### config.mk
export PLATFORM = sky130hd
export DESIGN_NAME = counter_array
export DESIGN_NICKNAME = d
export VERILOG_FILES = /design/src/include/cnt_array_pkg.sv /design/src/rtl/in_sync.sv /design/src/rtl/capture_module.sv /design/src/rtl/counter_array.sv
export SDC_FILE = /design/constraint.sdc
export NUM_CORES = 1
export LEC_CHECK = 0
export BUFFER_PORTS_ARGS = -buffer_cell sky130_fd_sc_hd__buf_2
export CELL_PAD_IN_SITES_DETAIL_PLACEMENT = 1
export CELL_PAD_IN_SITES_GLOBAL_PLACEMENT = 2
export CORE_UTILIZATION = 31
export DETAILED_ROUTE_END_ITERATION = 7
export PLACE_DENSITY = 0.71
export SLEW_MARGIN = 10
export SYNTH_ARGS = -nofsm -noshare
export SYNTH_HDL_FRONTEND = slang
export SYNTH_SLANG_ARGS = --single-unit
### constraint.sdc
create_clock -name CLK_SYS -period 2.4 [get_ports CLK_SYS]
set_clock_uncertainty 0.2 [all_clocks]
set_input_delay 0.36 -clock CLK_SYS [delete_from_list [all_inputs] [get_ports CLK_SYS]]
set_output_delay 0.36 -clock CLK_SYS [all_outputs]
set_load 0.01 [all_outputs]
### src/include/cnt_array_pkg.sv
// Package: constants of the counter array with capture modules
//
// Contract
// - Counter advances only while the run bit is set; clearing it stops counting.
// - With idle-stop set, counter halts during processor idle and resumes afterwards.
// - Every overflow sets the overflow flag; flag with its enable requests interrupt. Here no flag is set if a counter byte write lands in the overflow cycle.
// - Hardware never clears the overflow flag; only a software zero write does.
// - Each module flag is set by hardware on a capture.
// - Software clears a module flag by writing zero to it.
// - A module captures whenever either or both edge enables are set.
// - In capture mode the module pin is sampled and transitions are qualified.
// - A valid transition copies counter high and low bytes into capture registers.
// - Module flag together with module interrupt enable requests an interrupt.
package cnt_array_pkg;

    // Widths
    localparam int NUM_MOD = 2;
    localparam int CNT_W = 16;
    localparam int BYTE_W = 8;
    localparam int DATA_W = 32;
    localparam int ADDR_W = 8;

    // Register byte offsets
    localparam logic [ADDR_W-1:0] OFF_CTRL = 8'h00;
    localparam logic [ADDR_W-1:0] OFF_MODE = 8'h04;
    localparam logic [ADDR_W-1:0] OFF_CNT_LO = 8'h08;
    localparam logic [ADDR_W-1:0] OFF_CNT_HI = 8'h0c;
    localparam logic [ADDR_W-1:0] OFF_MMODE_BASE = 8'h10;
    localparam logic [ADDR_W-1:0] OFF_MMODE_STEP = 8'h04;
    localparam logic [ADDR_W-1:0] OFF_CAP_BASE = 8'h18;
    localparam logic [ADDR_W-1:0] OFF_CAP_STEP = 8'h08;
    localparam logic [ADDR_W-1:0] OFF_CAP_HI = 8'h04;

    // Field positions
    localparam int CTRL_OVF_BIT = 7;
    localparam int CTRL_RUN_BIT = 6;
    localparam int MODE_IDLE_BIT = 7;
    localparam int MODE_OVFIE_BIT = 0;
    localparam int MM_RISE_BIT = 5;
    localparam int MM_FALL_BIT = 4;
    localparam int MM_IE_BIT = 0;

    // Reset and limit values
    localparam logic [CNT_W-1:0] CNT_RST = 16'h0000;
    localparam logic [CNT_W-1:0] CNT_MAX = 16'hffff;
    localparam logic [CNT_W-1:0] CNT_ONE = 16'h0001;

endpackage

### src/rtl/in_sync.sv
// Two-stage synchroniser for asynchronous pins
`timescale 1ns/100ps
module in_sync
#(
    parameter int W = cnt_array_pkg::NUM_MOD
)
(
    // Clock and reset
    input wire logic clk,
    input wire logic rst,
    // Pins in, synchronised levels out
    input wire logic [W-1:0] d,
    output logic [W-1:0] q
);
    typedef struct packed
    {
        logic [W-1:0] meta;
        logic [W-1:0] sync;
    } sync_state_t;

    sync_state_t state_ff;
    sync_state_t nxt_state;

    always_comb
    begin
        nxt_state = state_ff;
        nxt_state.meta = d;
        nxt_state.sync = state_ff.meta;
    end

    always_ff @(posedge clk or posedge rst)
    begin
        if (rst)
        begin
            state_ff <= '0;
        end
        else
        begin
            state_ff <= nxt_state;
        end
    end

    assign q = state_ff.sync;
endmodule

### src/rtl/capture_module.sv
// Capture module: edge qualification and counter latch
`timescale 1ns/100ps
module capture_module
(
    // Clock and reset
    input wire logic clk,
    input wire logic rst,
    // Synchronised pin and mode
    input wire logic pin,
    input wire logic rise_en,
    input wire logic fall_en,
    // Counter and results
    input wire logic [cnt_array_pkg::CNT_W-1:0] count,
    output logic evt,
    output logic [cnt_array_pkg::CNT_W-1:0] cap
);
    import cnt_array_pkg::*;

    typedef struct packed
    {
        logic prev;
        logic evt;
        logic [CNT_W-1:0] cap;
    } cap_state_t;

    cap_state_t state_ff;
    cap_state_t nxt_state;
    logic rise;
    logic fall;
    logic valid;

    assign rise = pin && !state_ff.prev;
    assign fall = !pin && state_ff.prev;
    assign valid = (rise && rise_en) || (fall && fall_en);

    always_comb
    begin
        nxt_state = state_ff;
        nxt_state.prev = pin;
        nxt_state.evt = valid;
        if (valid)
        begin
            nxt_state.cap = count;
        end
    end

    always_ff @(posedge clk or posedge rst)
    begin
        if (rst)
        begin
            state_ff <= '0;
        end
        else
        begin
            state_ff <= nxt_state;
        end
    end

    assign evt = state_ff.evt;
    assign cap = state_ff.cap;

    // Checks
    property p_no_mode;
        @(posedge clk) disable iff (rst)
        (!rise_en && !fall_en) |=> !evt;
    endproperty
    a_no_mode: assert property (p_no_mode) else $error("event without capture mode");

    property p_edge_sel;
        @(posedge clk) disable iff (rst)
        ((pin && !state_ff.prev && rise_en) || (!pin && state_ff.prev && fall_en)) |=> evt;
    endproperty
    a_edge_sel: assert property (p_edge_sel) else $error("enabled edge not captured");

    property p_cap_load;
        @(posedge clk) disable iff (rst)
        $rose(pin) && rise_en |=> evt && (cap == $past(count));
    endproperty
    a_cap_load: assert property (p_cap_load) else $error("capture value wrong");
endmodule

### src/rtl/counter_array.sv
// Counter array top: APB registers, 16-bit counter, capture modules
//
// Chosen here: the placing of the registers and the APB slave port.
`timescale 1ns/100ps
module counter_array
(
    // Clock and reset
    input wire logic CLK_SYS,
    input wire logic SYS_RST,
    // APB slave
    input wire logic PSEL,
    input wire logic PENABLE,
    input wire logic PWRITE,
    input wire logic [cnt_array_pkg::ADDR_W-1:0] PADDR,
    input wire logic [cnt_array_pkg::DATA_W-1:0] PWDATA,
    output logic [cnt_array_pkg::DATA_W-1:0] PRDATA,
    output logic PREADY,
    output logic PSLVERR,
    // Processor state and capture pins
    input wire logic IDLE_MODE,
    input wire logic [cnt_array_pkg::NUM_MOD-1:0] MODULE_EXTERNAL_INPUT,
    // Interrupt
    output logic IRQ
);
    import cnt_array_pkg::*;

    typedef struct packed
    {
        logic [CNT_W-1:0] cnt;
        logic run;
        logic ovf;
        logic [NUM_MOD-1:0] mflag;
        logic idle_stop;
        logic ovf_ie;
        logic [NUM_MOD-1:0] rise_en;
        logic [NUM_MOD-1:0] fall_en;
        logic [NUM_MOD-1:0] mod_ie;
        logic rdy;
        logic err;
        logic [DATA_W-1:0] rdata;
        logic irq;
    } state_t;

    state_t state_ff;
    state_t nxt_state;
    logic [NUM_MOD-1:0] pin_sync;
    logic [NUM_MOD-1:0] cap_evt;
    logic [CNT_W-1:0] cap_val [NUM_MOD];
    logic access;
    logic done;
    logic wr_done;
    logic ctrl_wr;
    logic tick;
    logic cnt_wr;
    logic ovf_evt;
    logic mapped;
    logic [DATA_W-1:0] rd_val;

    // Address match
    function automatic logic hit(input logic [ADDR_W-1:0] a, input logic [ADDR_W-1:0] off);
        hit = (a == off);
    endfunction

    // Offset of a per-module register
    function automatic logic [ADDR_W-1:0] mod_off(
        input logic [ADDR_W-1:0] base,
        input logic [ADDR_W-1:0] step,
        input int idx
    );
        mod_off = ADDR_W'(int'(base) + idx * int'(step));
    endfunction

    // Pin synchronisers
    in_sync #(.W(NUM_MOD)) u_sync
    (
        .clk(CLK_SYS),
        .rst(SYS_RST),
        .d(MODULE_EXTERNAL_INPUT),
        .q(pin_sync)
    );

    // Capture modules
    generate
        for (genvar i = 0; i < NUM_MOD; i++)
        begin : g_mod
            capture_module u_cap
            (
                .clk(CLK_SYS),
                .rst(SYS_RST),
                .pin(pin_sync[i]),
                .rise_en(state_ff.rise_en[i]),
                .fall_en(state_ff.fall_en[i]),
                .count(state_ff.cnt),
                .evt(cap_evt[i]),
                .cap(cap_val[i])
            );
        end
    endgenerate

    // Bus phases and counter control
    assign access = PSEL && PENABLE;
    assign done = access && state_ff.rdy;
    assign wr_done = done && PWRITE;
    assign ctrl_wr = wr_done && hit(PADDR, OFF_CTRL);
    assign cnt_wr = wr_done && (hit(PADDR, OFF_CNT_LO) || hit(PADDR, OFF_CNT_HI));
    assign tick = state_ff.run && !(state_ff.idle_stop && IDLE_MODE);
    assign ovf_evt = tick && !cnt_wr && (state_ff.cnt == CNT_MAX);

    // Read decode
    always_comb
    begin
        mapped = 1'b0;
        rd_val = '0;
        if (hit(PADDR, OFF_CTRL))
        begin
            mapped = 1'b1;
            rd_val[CTRL_OVF_BIT] = state_ff.ovf;
            rd_val[CTRL_RUN_BIT] = state_ff.run;
            rd_val[NUM_MOD-1:0] = state_ff.mflag;
        end
        if (hit(PADDR, OFF_MODE))
        begin
            mapped = 1'b1;
            rd_val[MODE_IDLE_BIT] = state_ff.idle_stop;
            rd_val[MODE_OVFIE_BIT] = state_ff.ovf_ie;
        end
        if (hit(PADDR, OFF_CNT_LO))
        begin
            mapped = 1'b1;
            rd_val[BYTE_W-1:0] = state_ff.cnt[BYTE_W-1:0];
        end
        if (hit(PADDR, OFF_CNT_HI))
        begin
            mapped = 1'b1;
            rd_val[BYTE_W-1:0] = state_ff.cnt[CNT_W-1:BYTE_W];
        end
        for (int i = 0; i < NUM_MOD; i++)
        begin
            if (hit(PADDR, mod_off(OFF_MMODE_BASE, OFF_MMODE_STEP, i)))
            begin
                mapped = 1'b1;
                rd_val[MM_RISE_BIT] = state_ff.rise_en[i];
                rd_val[MM_FALL_BIT] = state_ff.fall_en[i];
                rd_val[MM_IE_BIT] = state_ff.mod_ie[i];
            end
            if (hit(PADDR, mod_off(OFF_CAP_BASE, OFF_CAP_STEP, i)))
            begin
                mapped = 1'b1;
                rd_val[BYTE_W-1:0] = cap_val[i][BYTE_W-1:0];
            end
            if (hit(PADDR, mod_off(OFF_CAP_BASE, OFF_CAP_STEP, i) + OFF_CAP_HI))
            begin
                mapped = 1'b1;
                rd_val[BYTE_W-1:0] = cap_val[i][CNT_W-1:BYTE_W];
            end
        end
    end

    // Next state
    always_comb
    begin
        nxt_state = state_ff;
        nxt_state.rdy = access && !state_ff.rdy;
        nxt_state.err = access && !state_ff.rdy && !mapped;
        if (access && !state_ff.rdy)
        begin
            nxt_state.rdata = rd_val;
        end

        // Counter
        if (tick)
        begin
            nxt_state.cnt = CNT_W'(state_ff.cnt + CNT_ONE);
        end
        if (wr_done && hit(PADDR, OFF_CNT_LO))
        begin
            nxt_state.cnt[BYTE_W-1:0] = PWDATA[BYTE_W-1:0];
        end
        if (wr_done && hit(PADDR, OFF_CNT_HI))
        begin
            nxt_state.cnt[CNT_W-1:BYTE_W] = PWDATA[BYTE_W-1:0];
        end

        // Control and status writes
        if (ctrl_wr)
        begin
            nxt_state.run = PWDATA[CTRL_RUN_BIT];
            if (!PWDATA[CTRL_OVF_BIT])
            begin
                nxt_state.ovf = 1'b0;
            end
            nxt_state.mflag = state_ff.mflag & PWDATA[NUM_MOD-1:0];
        end
        if (wr_done && hit(PADDR, OFF_MODE))
        begin
            nxt_state.idle_stop = PWDATA[MODE_IDLE_BIT];
            nxt_state.ovf_ie = PWDATA[MODE_OVFIE_BIT];
        end
        for (int i = 0; i < NUM_MOD; i++)
        begin
            if (wr_done && hit(PADDR, mod_off(OFF_MMODE_BASE, OFF_MMODE_STEP, i)))
            begin
                nxt_state.rise_en[i] = PWDATA[MM_RISE_BIT];
                nxt_state.fall_en[i] = PWDATA[MM_FALL_BIT];
                nxt_state.mod_ie[i] = PWDATA[MM_IE_BIT];
            end
        end

        // Hardware set wins over software clear
        if (ovf_evt)
        begin
            nxt_state.ovf = 1'b1;
        end
        nxt_state.mflag = nxt_state.mflag | cap_evt;

        // Interrupt request
        nxt_state.irq = (nxt_state.ovf && nxt_state.ovf_ie) ||
            (|(nxt_state.mflag & nxt_state.mod_ie));
    end

    always_ff @(posedge CLK_SYS or posedge SYS_RST)
    begin
        if (SYS_RST)
        begin
            state_ff <= '0;
        end
        else
        begin
            state_ff <= nxt_state;
        end
    end

    // Outputs
    assign PRDATA = state_ff.rdata;
    assign PREADY = state_ff.rdy;
    assign PSLVERR = state_ff.err;
    assign IRQ = state_ff.irq;

    // Checks
    property p_run_stop;
        @(posedge CLK_SYS) disable iff (SYS_RST)
        (!state_ff.run && !cnt_wr) |=> (state_ff.cnt == $past(state_ff.cnt));
    endproperty
    a_run_stop: assert property (p_run_stop) else $error("counter moved while stopped");

    property p_run_adv;
        @(posedge CLK_SYS) disable iff (SYS_RST)
        (state_ff.run && !IDLE_MODE && !cnt_wr) |=>
            (state_ff.cnt == CNT_W'($past(state_ff.cnt) + CNT_ONE));
    endproperty
    a_run_adv: assert property (p_run_adv) else $error("counter did not advance");

    property p_idle_halt;
        @(posedge CLK_SYS) disable iff (SYS_RST)
        (state_ff.idle_stop && IDLE_MODE && !cnt_wr) |=> $stable(state_ff.cnt);
    endproperty
    a_idle_halt: assert property (p_idle_halt) else $error("counter ran during idle");

    property p_wrap;
        @(posedge CLK_SYS) disable iff (SYS_RST)
        (tick && !cnt_wr && state_ff.cnt == CNT_MAX) |=> (state_ff.cnt == CNT_RST) && state_ff.ovf;
    endproperty
    a_wrap: assert property (p_wrap) else $error("wrap or overflow flag wrong");

    property p_ovf_irq;
        @(posedge CLK_SYS) disable iff (SYS_RST)
        (state_ff.ovf && state_ff.ovf_ie) |-> IRQ;
    endproperty
    a_ovf_irq: assert property (p_ovf_irq) else $error("overflow interrupt missing");

    property p_ovf_hold;
        @(posedge CLK_SYS) disable iff (SYS_RST)
        (state_ff.ovf && !(ctrl_wr && !PWDATA[CTRL_OVF_BIT])) |=> state_ff.ovf;
    endproperty
    a_ovf_hold: assert property (p_ovf_hold) else $error("overflow flag lost");

    property p_mod_set;
        @(posedge CLK_SYS) disable iff (SYS_RST)
        (cap_evt != '0) |=> ((state_ff.mflag & $past(cap_evt)) == $past(cap_evt));
    endproperty
    a_mod_set: assert property (p_mod_set) else $error("module flag not set");

    property p_mod_clr;
        @(posedge CLK_SYS) disable iff (SYS_RST)
        (ctrl_wr && cap_evt == '0) |=>
            (state_ff.mflag == ($past(state_ff.mflag) & $past(PWDATA[NUM_MOD-1:0])));
    endproperty
    a_mod_clr: assert property (p_mod_clr) else $error("module flag clear wrong");

    property p_mod_irq;
        @(posedge CLK_SYS) disable iff (SYS_RST)
        (|(state_ff.mflag & state_ff.mod_ie)) |-> IRQ;
    endproperty
    a_mod_irq: assert property (p_mod_irq) else $error("module interrupt missing");

    property p_ready_wait;
        @(posedge CLK_SYS) disable iff (SYS_RST)
        (access && !PREADY) |=> PREADY;
    endproperty
    a_ready_wait: assert property (p_ready_wait) else $error("access not answered");

    property p_overflow_seen;
        @(posedge CLK_SYS) disable iff (SYS_RST)
        ovf_evt;
    endproperty
    c_overflow_seen: cover property (p_overflow_seen);

    property p_capture_seen;
        @(posedge CLK_SYS) disable iff (SYS_RST)
        cap_evt != '0;
    endproperty
    c_capture_seen: cover property (p_capture_seen);

    property p_irq_seen;
        @(posedge CLK_SYS) disable iff (SYS_RST)
        $rose(IRQ);
    endproperty
    c_irq_seen: cover property (p_irq_seen);
endmodule

; ---- Yosys cells after proc, flatten, opt, wreduce, memory -nomap -nowiden
; Cells that the tools add are included.
[op_classes]
bitwise_logic = 3
n_eq_ne = 10
n_addsub = 1
muxes = 33
reduce_logical = 41
[ops]
columns = cell, n
row1 = 8-bit two-way mux, 8
row2 = 8-bit by 5-bit equality test with 1-bit output (second input constant), 4
row3 = 1-bit logical AND, 25
row4 = 1-bit two-way mux, 19
row5 = 16-bit by 1-bit adder with 16-bit output (second input constant), 1
row6 = 16-bit equality test (second input constant), 1
row7 = 8-bit by 4-bit equality test with 1-bit output (second input constant), 2
row8 = 8-bit by 6-bit equality test with 1-bit output (second input constant), 2
row9 = 16-bit two-way mux, 1
row10 = 8-bit by 3-bit equality test with 1-bit output (second input constant), 1
row11 = 1-bit zero test, 8
row12 = 8-bit zero test, 1
row13 = 2-bit two-way mux, 4
row14 = 2-bit bitwise AND, 2
row15 = 1-bit logical OR, 4
row16 = 2-bit nonzero test, 2
row17 = 3-bit two-way mux, 1
row18 = 2-bit bitwise OR, 1
row19 = 2-bit OR reduction, 1
[word_totals]
regBits = 79
input_bits = 48
output_inout_bits = 35
word_cells = 112

; ---- Longest topological paths before layout
; Gate-level depths: netlist of run 1.
[depth]
word_depth = 13
depth_mapped = 7
depth_no_buf = 6

; ---- Hierarchy
; From an unflattened synthesis of run 1, not the netlist that was laid out.
[unflattened]
hier_cells = 517
hier_area_um2 = 5008.6
[by_module_without_submodules]
columns = module, seq_area_each_um2, n_inst, cells_each, area_each_um2
row1 = counter_array, 975.9, 1, 318, 2805.2
row2 = capture_module, 450.4, 2, 97, 1049.8
row3 = in_sync, 100.1, 1, 5, 103.8

; ---- Worst setup path after synthesis of run 1
; OpenSTA, ideal clock, no wires.
[synth_timing]
path_type = input-to-reg
from = input PADDR[2] (netlist bit)
to = register state_ff, in the netlist IRQ
t_arrival_ns = 1.746
n_path_buf = 1
stages = 6
setup_time_ns = 0.126
required_time_ns = 2.074
setup_slack_ns = 0.327
cell_sequence = buf_4 nor4b_4 nand4_2 mux2_4 nor3b_1 a221o_1
[synth_lines]
columns = item, line_no
row1 = start: declaration, counter_array.sv:14  ; input wire logic [cnt_array_pkg::ADDR_W-1:0] PADDR,
row2 = end signal: assignment, counter_array.sv:229  ; state_ff <= nxt_state;
row3 = end: declaration, counter_array.sv:44  ; state_t state_ff;

==> results.ini, run 1 <==
[synthesis]
ys_async_sr_fraction_pct = 100
ys_types = 54
postSynthRegisterBits = 79
synth_top_cell_area_share_pct = 48.1
synth_top_flop_cell = dfrtp_1
yosysMostFrequentCell = dfrtp_1
ys_seq_area_share_pct = 48.1
yosysTopAreaCell = dfrtp_1
synth_area_leaders = dfrtp_1 (48%), mux2_2 (11%), buf_4 (6.0%)
avgSynthCellArea_sq_um = 10.5
ys_top_cells_by_count = dfrtp_1 (79), mux2_2 (39), buf_4 (33)
syn_inst = 391
syn_area_sq_um = 4110
yosysWarnings = 0
synth_edf_count = 0

[floorplan]
core-area_sq_um = 12800
rows = 41
initial_core_util_pct = 32.2
fp.dieW_um = 117
fp.dieArea_sq_um = 13700
die_y_um = 117
io_pins = 83

[finish]
final_nets = 484
area_growth_pct = 16.3
drive_gt1_share_pct = 27.3
n_antenna_cell = 0
fin_cells = 612

[worst_setup_path]
max_stage_delay_ns = 0.48
crit_slowest_cell = dfrtp_1
path_max_fanout = 7
start_kind = register
worstPathArrival_ns = 2.07
ff2ff_path_depth = 6
worst-path-buf-inv = 1
reg2reg_to = IRQ$_DFF_PP0_
path_cells = ha_1, inv_1, nor3_1, nand2_1, o31ai_1, a221o_1
cp.depth = 6
cp_top_family = compound AO/OA/AOI/OAI gates
reg2reg_setup_slack_ns = 0.40
crit_required_ns = 2.47
worstSetupPathType = register to register
setup.worst_path.end = IRQ$_DFF_PP0_
r2r_start = state_ff[48]$_DFFE_PP0P_
end_kind = register
startpoint = state_ff[48]$_DFFE_PP0P_

[power]
power_density_nw_per_um2 = 621
power_mw = 2.97
p_leak_nw = 2.20
peakVddDrop_uv = 247

[place]
port_buffers = 34
gp_congestion = 0.805
place_inst = 593
dpl.hpwl_um = 8040
post-place-ws_ns = 0.124

[timing]
hold_slack_ns = 0.0505
rsz0062_at_grt = false
clock.fmax_ghz = 0.501
finalWorstSetupSlack_ns = 0.403
setup_tns_ns = 0
fin_crit_ns = 2.00
report.final.slew_viol_count = 0
finalSetupViolations = 0
tightest_slew_ns = 0.533
finalHoldViolCount = 0
slew_headroom_pct = 64.4
fin_crit_sh_pct = 83.2

[route]
wl_um = 11100
vias = 3039
routedWlPerCell_um = 18.1
drt_iter0_drc = 125
drt-vias-per-instance = 4.97
drc = 0
firstDrtPassIters = 4
postRouteAntennaNets = 0

[grt]
grt_max_degree = 58
grt_pass1_wl_um = 17700
grt_util_all_layers_pct = 17.7
grt_antenna_before_repair = 0
grt_pass1_vias = 3135
grt_overflow = 0

[clock_tree]
cts-root-buf = clkbuf_16
clk-insertion-delay-late_ns = 0.34
ctsLongestPathBuffers = 2
clk_pin_slew_ns = 0.06
cts_tree = built
cts_max_level = 3
post-cts-setup-buffer-count = 0
cts_sinks = 79
cts_made_buffers = 9

[outcome]
run_status = complete, no violations

[min_path]
hp-class = input pin to register
min_from = PWDATA[2]

[flow_run]
maxCapViolations = 0

per-layer routing:
layer	vias up	global-route usage (%)	part of all wire [%]
met1	1536	24.7	50
met3	11	3.55	3.0
met5	-	0	0
li1	1429	-	-
met4	0	5.74	1.5
met2	63	27.4	46
kinds of logic (layout without fill, tap and decap cells):
family / Yosys count / count (layout) / synth area share [%]
compound gates: 80 / 80 / 11.7
fa+ha+maj: 1 / 1 / 0.304
mux: 48 / 48 / 13.4
other cells: 1 / 24 / 0.0912
xor+xnor: 15 / 15 / 3.20
buf+inv: 55 / 81 / 8.13
simple gates: 112 / 112 / 15.1
flops: 79 / 79 / 48.1
state kept, by name, indices dropped and copies added (netlist names):
signal,flops
state_ff,28
g_mod.u_cap.evt,2
g_mod.u_cap.state_ff,2
g_mod.u_cap.cap,32
PSLVERR,1
u_sync.q,2
IRQ,1
u_sync.nxt_state,2
PRDATA,8
PREADY,1
report_power, final:
group	switching, mW	internal (mW)
Sequential	0.0143	1.36
Combinational	0.151	0.0758
Clock	0.539	0.834
stage by stage:
step | cell area [sq um] | util [%]
3_3_place_gp | 4460 | 34.9
5_1_grt | 4780 | 37.4
3_5_place_dp | 4460 | 34.9
6_report | 4780 | 37.4
4_1_cts | 4780 | 37.4
2_1_floorplan | 4200 | -
cell usage in the layout (no fill, tap or decap), types with 2 or more instances in the layout:
master and n:
a21oi_1 20, a221oi_1 3, a22oi_1 5, a31oi_1 4
and2_0 2, and2_1 2, and3_1 8, and4_1 2
buf_2 34, buf_4 23, clkbuf_1 3, clkbuf_16 9
clkinvlp_4 2, conb_1 24, dfrtp_1 79, dlygate4sd3_1 3
inv_1 3, mux2_1 2, mux2_2 39, mux2i_1 5
nand2_1 29, nand3_1 11, nand3b_1 2, nand4_1 4
nor2_1 23, nor2b_1 5, nor3_1 4, nor3b_1 2
o211ai_1 4, o21ai_0 20, o21ai_1 9, o221ai_1 2
o22ai_1 5, o2bb2ai_1 3, or3_1 6, xnor2_1 4
xor2_1 11
how the worst min path moves through the flow:
stage | endpoint | slack (ns) | cells past startpoint
floorplan | u_sync.q[0]$_DFF_PP0_ | 0.13 | 0
global placement | u_sync.q[1]$_DFF_PP0_ | 0.13 | 0
detailed placement | u_sync.q[0]$_DFF_PP0_ | 0.14 | 0
CTS | state_ff[58]$_DFFE_PP0P_ | 0.04 | 3
global route | state_ff[58]$_DFFE_PP0P_ | 0.06 | 3
finish | state_ff[57]$_DFFE_PP0P_ | 0.05 | 3
tightest hold or removal path, cell delays in order:
cell	delay, ns
buf_2	0.09
nand2_1	0.04
o21ai_0	0.06
timing repair:
item | in CTS | in global routing
hold buffers | 3 | 0
gates resized for setup | 0 | 0
hold endpoints to repair | 24 | 0
cell type report:
| type | instances | area, sq um |
|---|---|---|
| clock buffer | 13 | 250 |
| timing repair buffer | 61 | 393 |
| sequential | 79 | 1980 |
| multi-input combinational | 280 | 1890 |
| clock inverter | 3 | 42.5 |
| inverter | 4 | 18.8 |
| fill | 1429 | 7990 |
| tap | 172 | 215 |
No activity file was read; power rests on OpenSTA's default activity.
==> run 2, diff against run 1 <==
- clock period: 2.4 -> 1.7 ns (I/O delays scaled with it)
==> run 2 against run 1 <==
  * The run now ends with setup timing left
  * Clock-buffer cell count unchanged
  * Combinational power grew 80%
  * Via count up 7.1%
  * Sequential share of layout area is 5.3 points lower
  * Cell count increased by 8.7%
  * Largest cell class is now multi-input combinational cells
==> results.ini, run 2 (synthesized netlist as in run 1, its figures left out) <==
[power]
p_sw_mw = 1.03  ; +46%
p_leak_nw = 2.55  ; +16%
power_density_nw_per_um2 = 836  ; +35%
peakVddDrop_uv = 508  ; +110%
clkPwrFrac_pct = 49.0  ; +2.8 points
pwr-share-comb_pct = 8.9  ; +1.3 points
p_int_mw = 3.56  ; +57%
seq_power_share_pct = 42.1  ; -4.0 points
power.share.switching_pct = 22.4  ; -1.3 points

[floorplan]
fp.dieArea_sq_um = 13700  ; unchanged
rows = 41  ; unchanged
initial_core_util_pct = 32.2  ; unchanged
io_pins = 83  ; unchanged
fp.dieW_um = 117  ; unchanged
core-area_sq_um = 12800  ; unchanged
die_y_um = 117  ; unchanged

[min_path]
hp-class = input pin to register
hold_path_end = state_ff[59]$_DFFE_PP0P_
hold_path_depth = 3  ; unchanged
min_from = PWDATA[4]

[route]
routedWlPerCell_um = 18.0  ; -0.80%
drc = 0  ; unchanged
drt_iter0_drc = 184  ; +47%
vias = 3256  ; +7.1%
firstDrtPassIters = 4  ; unchanged
postRouteAntennaNets = 0  ; unchanged
wl_um = 11900  ; +7.8%
drt-vias-per-instance = 4.90  ; -1.4%

[timing]
finalSetupViolations = 2  ; +2
setup_tns_ns = -0.106  ; -0.106 ns
finalWorstSetupSlack_ns = -0.105  ; -0.508 ns
fin_crit_ns = 1.80  ; -0.192 ns
hold_slack_ns = 0.00842  ; -0.0421 ns
rsz0062_at_grt = true
report.final.slew_viol_count = 0  ; unchanged
fin_crit_sh_pct = 106  ; +23 points
clock.fmax_ghz = 0.554  ; +11%
finalHoldViolCount = 0  ; unchanged

[worst_setup_path]
r2r_start = PREADY$_DFF_PP0_
crit_required_ns = 1.72  ; -0.75 ns
start_kind = register
end_kind = register
ff2ff_path_depth = 5  ; -1
crit_slowest_cell = dfrtp_1
reg2reg_setup_slack_ns = -0.10  ; -0.51 ns
path_max_fanout = 5  ; -2
worstSetupPathType = register to register
path_cells = and4_4, nand4_2, mux2_4, nor3b_1, a221o_1
reg2reg_to = IRQ$_DFF_PP0_
worstPathArrival_ns = 1.82  ; -0.25 ns
max_stage_delay_ns = 0.34  ; -0.14 ns

[finish]
multi_input_area_sq_um = 2070  ; +9.8%
drive_gt1_share_pct = 40.6  ; +13 points
n_antenna_cell = 0  ; unchanged
area_growth_pct = 33.5
largest_register_ffs = 32  ; unchanged
final_nets = 537  ; +11%
final_common_cell = dfrtp_1
layout_common_cells = dfrtp_1 (78), buf_4 (61), mux2_2 (37), buf_2 (34), nand2_1 (26)
regArea_sq_um = 1980  ; about the same
fillCellCount = 1408  ; -1.5%

[grt]
grt_overflow = 0  ; unchanged
grt_pass1_wl_um = 18700  ; +6.0%
grt_pass1_vias = 3381  ; +7.8%
grt_max_degree = 41  ; -29%
grt_antenna_before_repair = 0  ; unchanged
grt_util_all_layers_pct = 18.9  ; +1.2 points

[place]
dpl.hpwl_um = 8930  ; +11%
port_buffers = 34  ; unchanged
gp_congestion = 0.812  ; +0.83%

[outcome]
run_status = complete, but fails checks
failed_checks = setup timing

[clock_tree]
cts_tree = built
cts_made_buffers = 9  ; unchanged
cts_sinks = 79  ; unchanged
clk_pin_slew_ns = 0.06  ; about the same
cts_max_level = 3  ; unchanged
ctsLongestPathBuffers = 2  ; unchanged
clk-insertion-delay-late_ns = 0.34  ; about the same
cts-root-buf = clkbuf_16

[flow_run]
maxCapViolations = 0  ; unchanged

-- run 2: cell types whose count changed in the layout (fill, tap and decap cells not counted), sizes merged --
cell / change
buf: +47
bufinv: +2
clkinv: -1
clkinvlp: -1
dlygate4sd3: +5
or2: +1
-- run 2: critical path: cells and delay by family, from the launching register on --
family	cells	cell delay, ns
flip-flops	1	0.34
multiplexers	1	0.32
AND/OR/NAND/NOR	3	0.54
AO/OA/AOI/OAI	1	0.27
-- run 2: worst max path at each step --
stage	from	end	depth (start not counted)	slack, ns
4_1_cts	PREADY$_DFF_PP0_	IRQ$_DFF_PP0_	5	-0.11
3_5_place_dp	PADDR[3]	IRQ$_DFF_PP0_	5	-0.35
5_1_grt	PREADY$_DFF_PP0_	IRQ$_DFF_PP0_	5	-0.17
3_3_place_gp	PADDR[5]	IRQ$_DFF_PP0_	6	-0.34
6_report	PREADY$_DFF_PP0_	IRQ$_DFF_PP0_	5	-0.10
2_1_floorplan	PADDR[2]	IRQ$_DFF_PP0_	6	-0.20
-- run 2: per-layer routing --
metal  GRT usage, %  part of all wire [%]  vias to the layer above
met5              0                     0                        -
met4           6.08                   1.7                        0
met3           4.22                   3.8                       17
met2           30.0                    47                       71
met1           25.4                    48                     1635
li1               -                     -                     1533
-- run 2: cell type report --
cell class / instances / area share, %
clock buffer: 13 / 4.56
tap: 172 / 3.92
multi-input combinational: 281 / 37.7
inverter: 4 / 0.388
sequential: 79 / 36.0
clock inverter: 3 / 1.64
timing repair buffer: 113 / 15.8
-- run 2: power groups by stage --
| stage | Combinational, mW | Clock [mW] | Sequential (mW) |
|---|---|---|---|
| global route | 0.450 | 2.35 | 1.94 |
| CTS | 0.400 | 2.28 | 1.93 |
| global placement | 0.364 | 0 | 1.97 |
| detailed placement | 0.373 | 0 | 1.97 |
| finish | 0.409 | 2.25 | 1.93 |
| floorplan | 0.246 | 0 | 1.97 |
-- run 2: per-stage QoR --
stage	cell area [sq um]	setup slack, ns	power (mW)	util, %	cells
after detailed placement	4880	-0.353	2.34	38.2	635
after global placement	4880	-0.337	2.33	38.2	635
after floorplan	4290	-0.196	2.21	-	414
after global routing	5490	-0.169	4.74	43.0	665
after CTS	5380	-0.112	4.62	42.1	663
final	5490	-0.105	4.59	43.0	665
-- run 2: repair_timing --
action / in CTS / in global routing
setup buffers: 4 / 3
hold endpoints to repair: 21 / 0
resized for setup: 15 / 25
setup endpoints to repair: 9 / 20
hold buffers: 8 / 0
pin swaps: 6 / 16
gates cloned: 0 / 1
==> run 3, diff against run 2 <==
- RECOVER_POWER: unset -> 25
==> run 3 against run 2 <==
  * The run still ends with setup timing left
  * First-iteration DRC count down 2.7%
  * Non-clock buffer count stayed put
  * Total power is 0.14% lower
  * Sequential power is essentially flat
  * Largest cell class unchanged
  * Largest power group unchanged
==> results.ini, run 3 (synthesized netlist as in run 1, its figures left out) <==
[grt]
grt_max_degree = 41  ; unchanged
met2_usage_pct = 30.0  ; unchanged
grt_pass1_wl_um = 18700  ; unchanged
grt_overflow = 0  ; unchanged
use_met1_pct = 25.4  ; unchanged
grt_util_all_layers_pct = 18.9  ; unchanged
top_usage_layer = met2
grt_use_met3_pct = 4.22  ; unchanged
grt_pass1_vias = 3381  ; unchanged
grt_antenna_before_repair = 0  ; unchanged

[timing]
tightest_slew_ns = 0.725
clock.fmax_ghz = 0.553  ; -0.13%
finalWorstSetupSlack_ns = -0.107  ; -0.00233 ns
finalHoldViolCount = 0  ; unchanged
fin_crit_ns = 1.81  ; +0.00233 ns
rsz0062_at_grt = true
report.final.slew_viol_count = 0  ; unchanged
setup_tns_ns = -0.512  ; -0.406 ns
hold_slack_ns = 0.0100  ; +0.00162 ns
finalSetupViolations = 18  ; +16
fin_crit_sh_pct = 106  ; +0.14 points
slew_headroom_pct = 51.4

[floorplan]
rows = 41  ; unchanged
fp.dieW_um = 117  ; unchanged
initial_core_util_pct = 32.2  ; unchanged
core-area_sq_um = 12800  ; unchanged
io_pins = 83  ; unchanged
fp.dieArea_sq_um = 13700  ; unchanged
die_y_um = 117  ; unchanged

[clock_tree]
cts_made_buffers = 9  ; unchanged
clk-insertion-delay-late_ns = 0.34  ; about the same
ctsLongestPathBuffers = 2  ; unchanged
clk_pin_slew_ns = 0.06  ; about the same
cts-root-buf = clkbuf_16
cts_sinks = 79  ; unchanged
cts_max_level = 3  ; unchanged
cts_tree = built

[outcome]
failed_checks = setup timing
run_status = complete, but fails checks

[power]
power_density_nw_per_um2 = 839  ; +0.40%
peakVddDrop_uv = 508  ; about the same
p_leak_nw = 2.54  ; -0.33%

[place]
dpl.hpwl_um = 8930  ; unchanged
gp_congestion = 0.812  ; unchanged
post_dp_cell_area_sq_um = 4880  ; unchanged
post-place-ws_ns = -0.353  ; unchanged
port_buffers = 34  ; unchanged

[worst_setup_path]
r2r_start = PREADY$_DFF_PP0_
path_max_fanout = 5  ; unchanged
reg2reg_setup_slack_ns = -0.11  ; about the same
end_kind = register
start_kind = register
reg2reg_to = IRQ$_DFF_PP0_
ff2ff_path_depth = 4  ; -1
crit_required_ns = 1.72  ; about the same
worstPathArrival_ns = 1.83  ; about the same
worstSetupPathType = register to register

[min_path]
hp-class = input pin to register
hold_path_depth = 3  ; unchanged
min_from = PWDATA[4]
hold_path_end = state_ff[59]$_DFFE_PP0P_

[route]
postRouteAntennaNets = 0  ; unchanged
firstDrtPassIters = 4  ; unchanged
vias = 3252  ; -0.12%
drt-vias-per-instance = 4.89  ; -0.12%
drt_iter0_drc = 179  ; -2.7%
routedWlPerCell_um = 17.9  ; -0.29%
wl_um = 11900  ; -0.29%
drc = 0  ; unchanged

[finish]
area_growth_pct = 32.8
final_nets = 537  ; unchanged
fillCellCount = 1410  ; +0.14%
largest_register_ffs = 32  ; unchanged
regArea_sq_um = 1980  ; unchanged
stdcell_area_sq_um = 5460  ; -0.55%
final_common_cell = dfrtp_1
final_util_pct = 42.7  ; -0.24 points
drive_gt1_share_pct = 40.6  ; unchanged
n_antenna_cell = 0  ; unchanged
multi_input_area_sq_um = 2070  ; unchanged
layout_common_cells = dfrtp_1 (78), buf_4 (61), mux2_2 (37), buf_2 (34), nand2_1 (26)

[flow_run]
maxCapViolations = 0  ; unchanged

[run 3: cell types whose count changed in the layout (fill, tap and decap cells not counted), sizes merged]
cell / delta
buf: -2
clkbuf: +2
[run 3: metal layers]
| layer | vias to the layer above | share of wire (%) |
|---|---|---|
| met1 | 1631 | 47 |
| met3 | 17 | 4.0 |
| met2 | 69 | 47 |
| li1 | 1535 | - |
| met5 | - | 0 |
| met4 | 0 | 1.7 |
[run 3: cell type report]
cell class	count	area share, %
multi-input combinational	281	37.9
tap	172	3.94
sequential	79	36.2
clock buffer	13	4.58
timing repair buffer	113	15.3
inverter	4	0.344
clock inverter	3	1.65
[run 3: worst max-delay path by stage]
| stage | from | slack (ns) | depth (start not counted) | endpoint |
|---|---|---|---|---|
| after floorplan | PADDR[2] | -0.20 | 6 | IRQ$_DFF_PP0_ |
| after global placement | PADDR[5] | -0.34 | 6 | IRQ$_DFF_PP0_ |
| after detailed placement | PADDR[3] | -0.35 | 5 | IRQ$_DFF_PP0_ |
| after CTS | PREADY$_DFF_PP0_ | -0.11 | 5 | IRQ$_DFF_PP0_ |
| after global routing | PREADY$_DFF_PP0_ | -0.17 | 5 | IRQ$_DFF_PP0_ |
| final | PREADY$_DFF_PP0_ | -0.11 | 4 | IRQ$_DFF_PP0_ |
[run 3: metrics by stage]
| stage | total power [mW] | cells |
|---|---|---|
| global placement | 2.33 | 635 |
| detailed placement | 2.34 | 635 |
| floorplan | 2.21 | 414 |
| global route | 4.73 | 665 |
| CTS | 4.62 | 663 |
| finish | 4.58 | 665 |
[run 3: timing repair]
action | in CTS | in global routing
gates resized for setup | 15 | 25
setup buffers | 4 | 3
gates cloned | 0 | 1
setup endpoints to repair | 9 | 20
hold buffers | 8 | 0
pin swaps | 6 | 16
endpoints found under the hold margin | 21 | 0
[run 3: worst max-delay path: stages (launching register included)]
cell     delay, ns
dfrtp_1       0.34
and4_4        0.27
nand4_1       0.19
mux2_4        0.35
a221o_1       0.32
[run 3: power by group]
group / leakage (nW) / total [mW] / switching (mW) / internal, mW
sequential: 1.07 / 1.93 / 0.0195 / 1.91
clock: 0.164 / 2.24 / 0.767 / 1.48
combinational: 1.31 / 0.403 / 0.237 / 0.166
total: 2.54 / 4.58 / 1.02 / 3.56
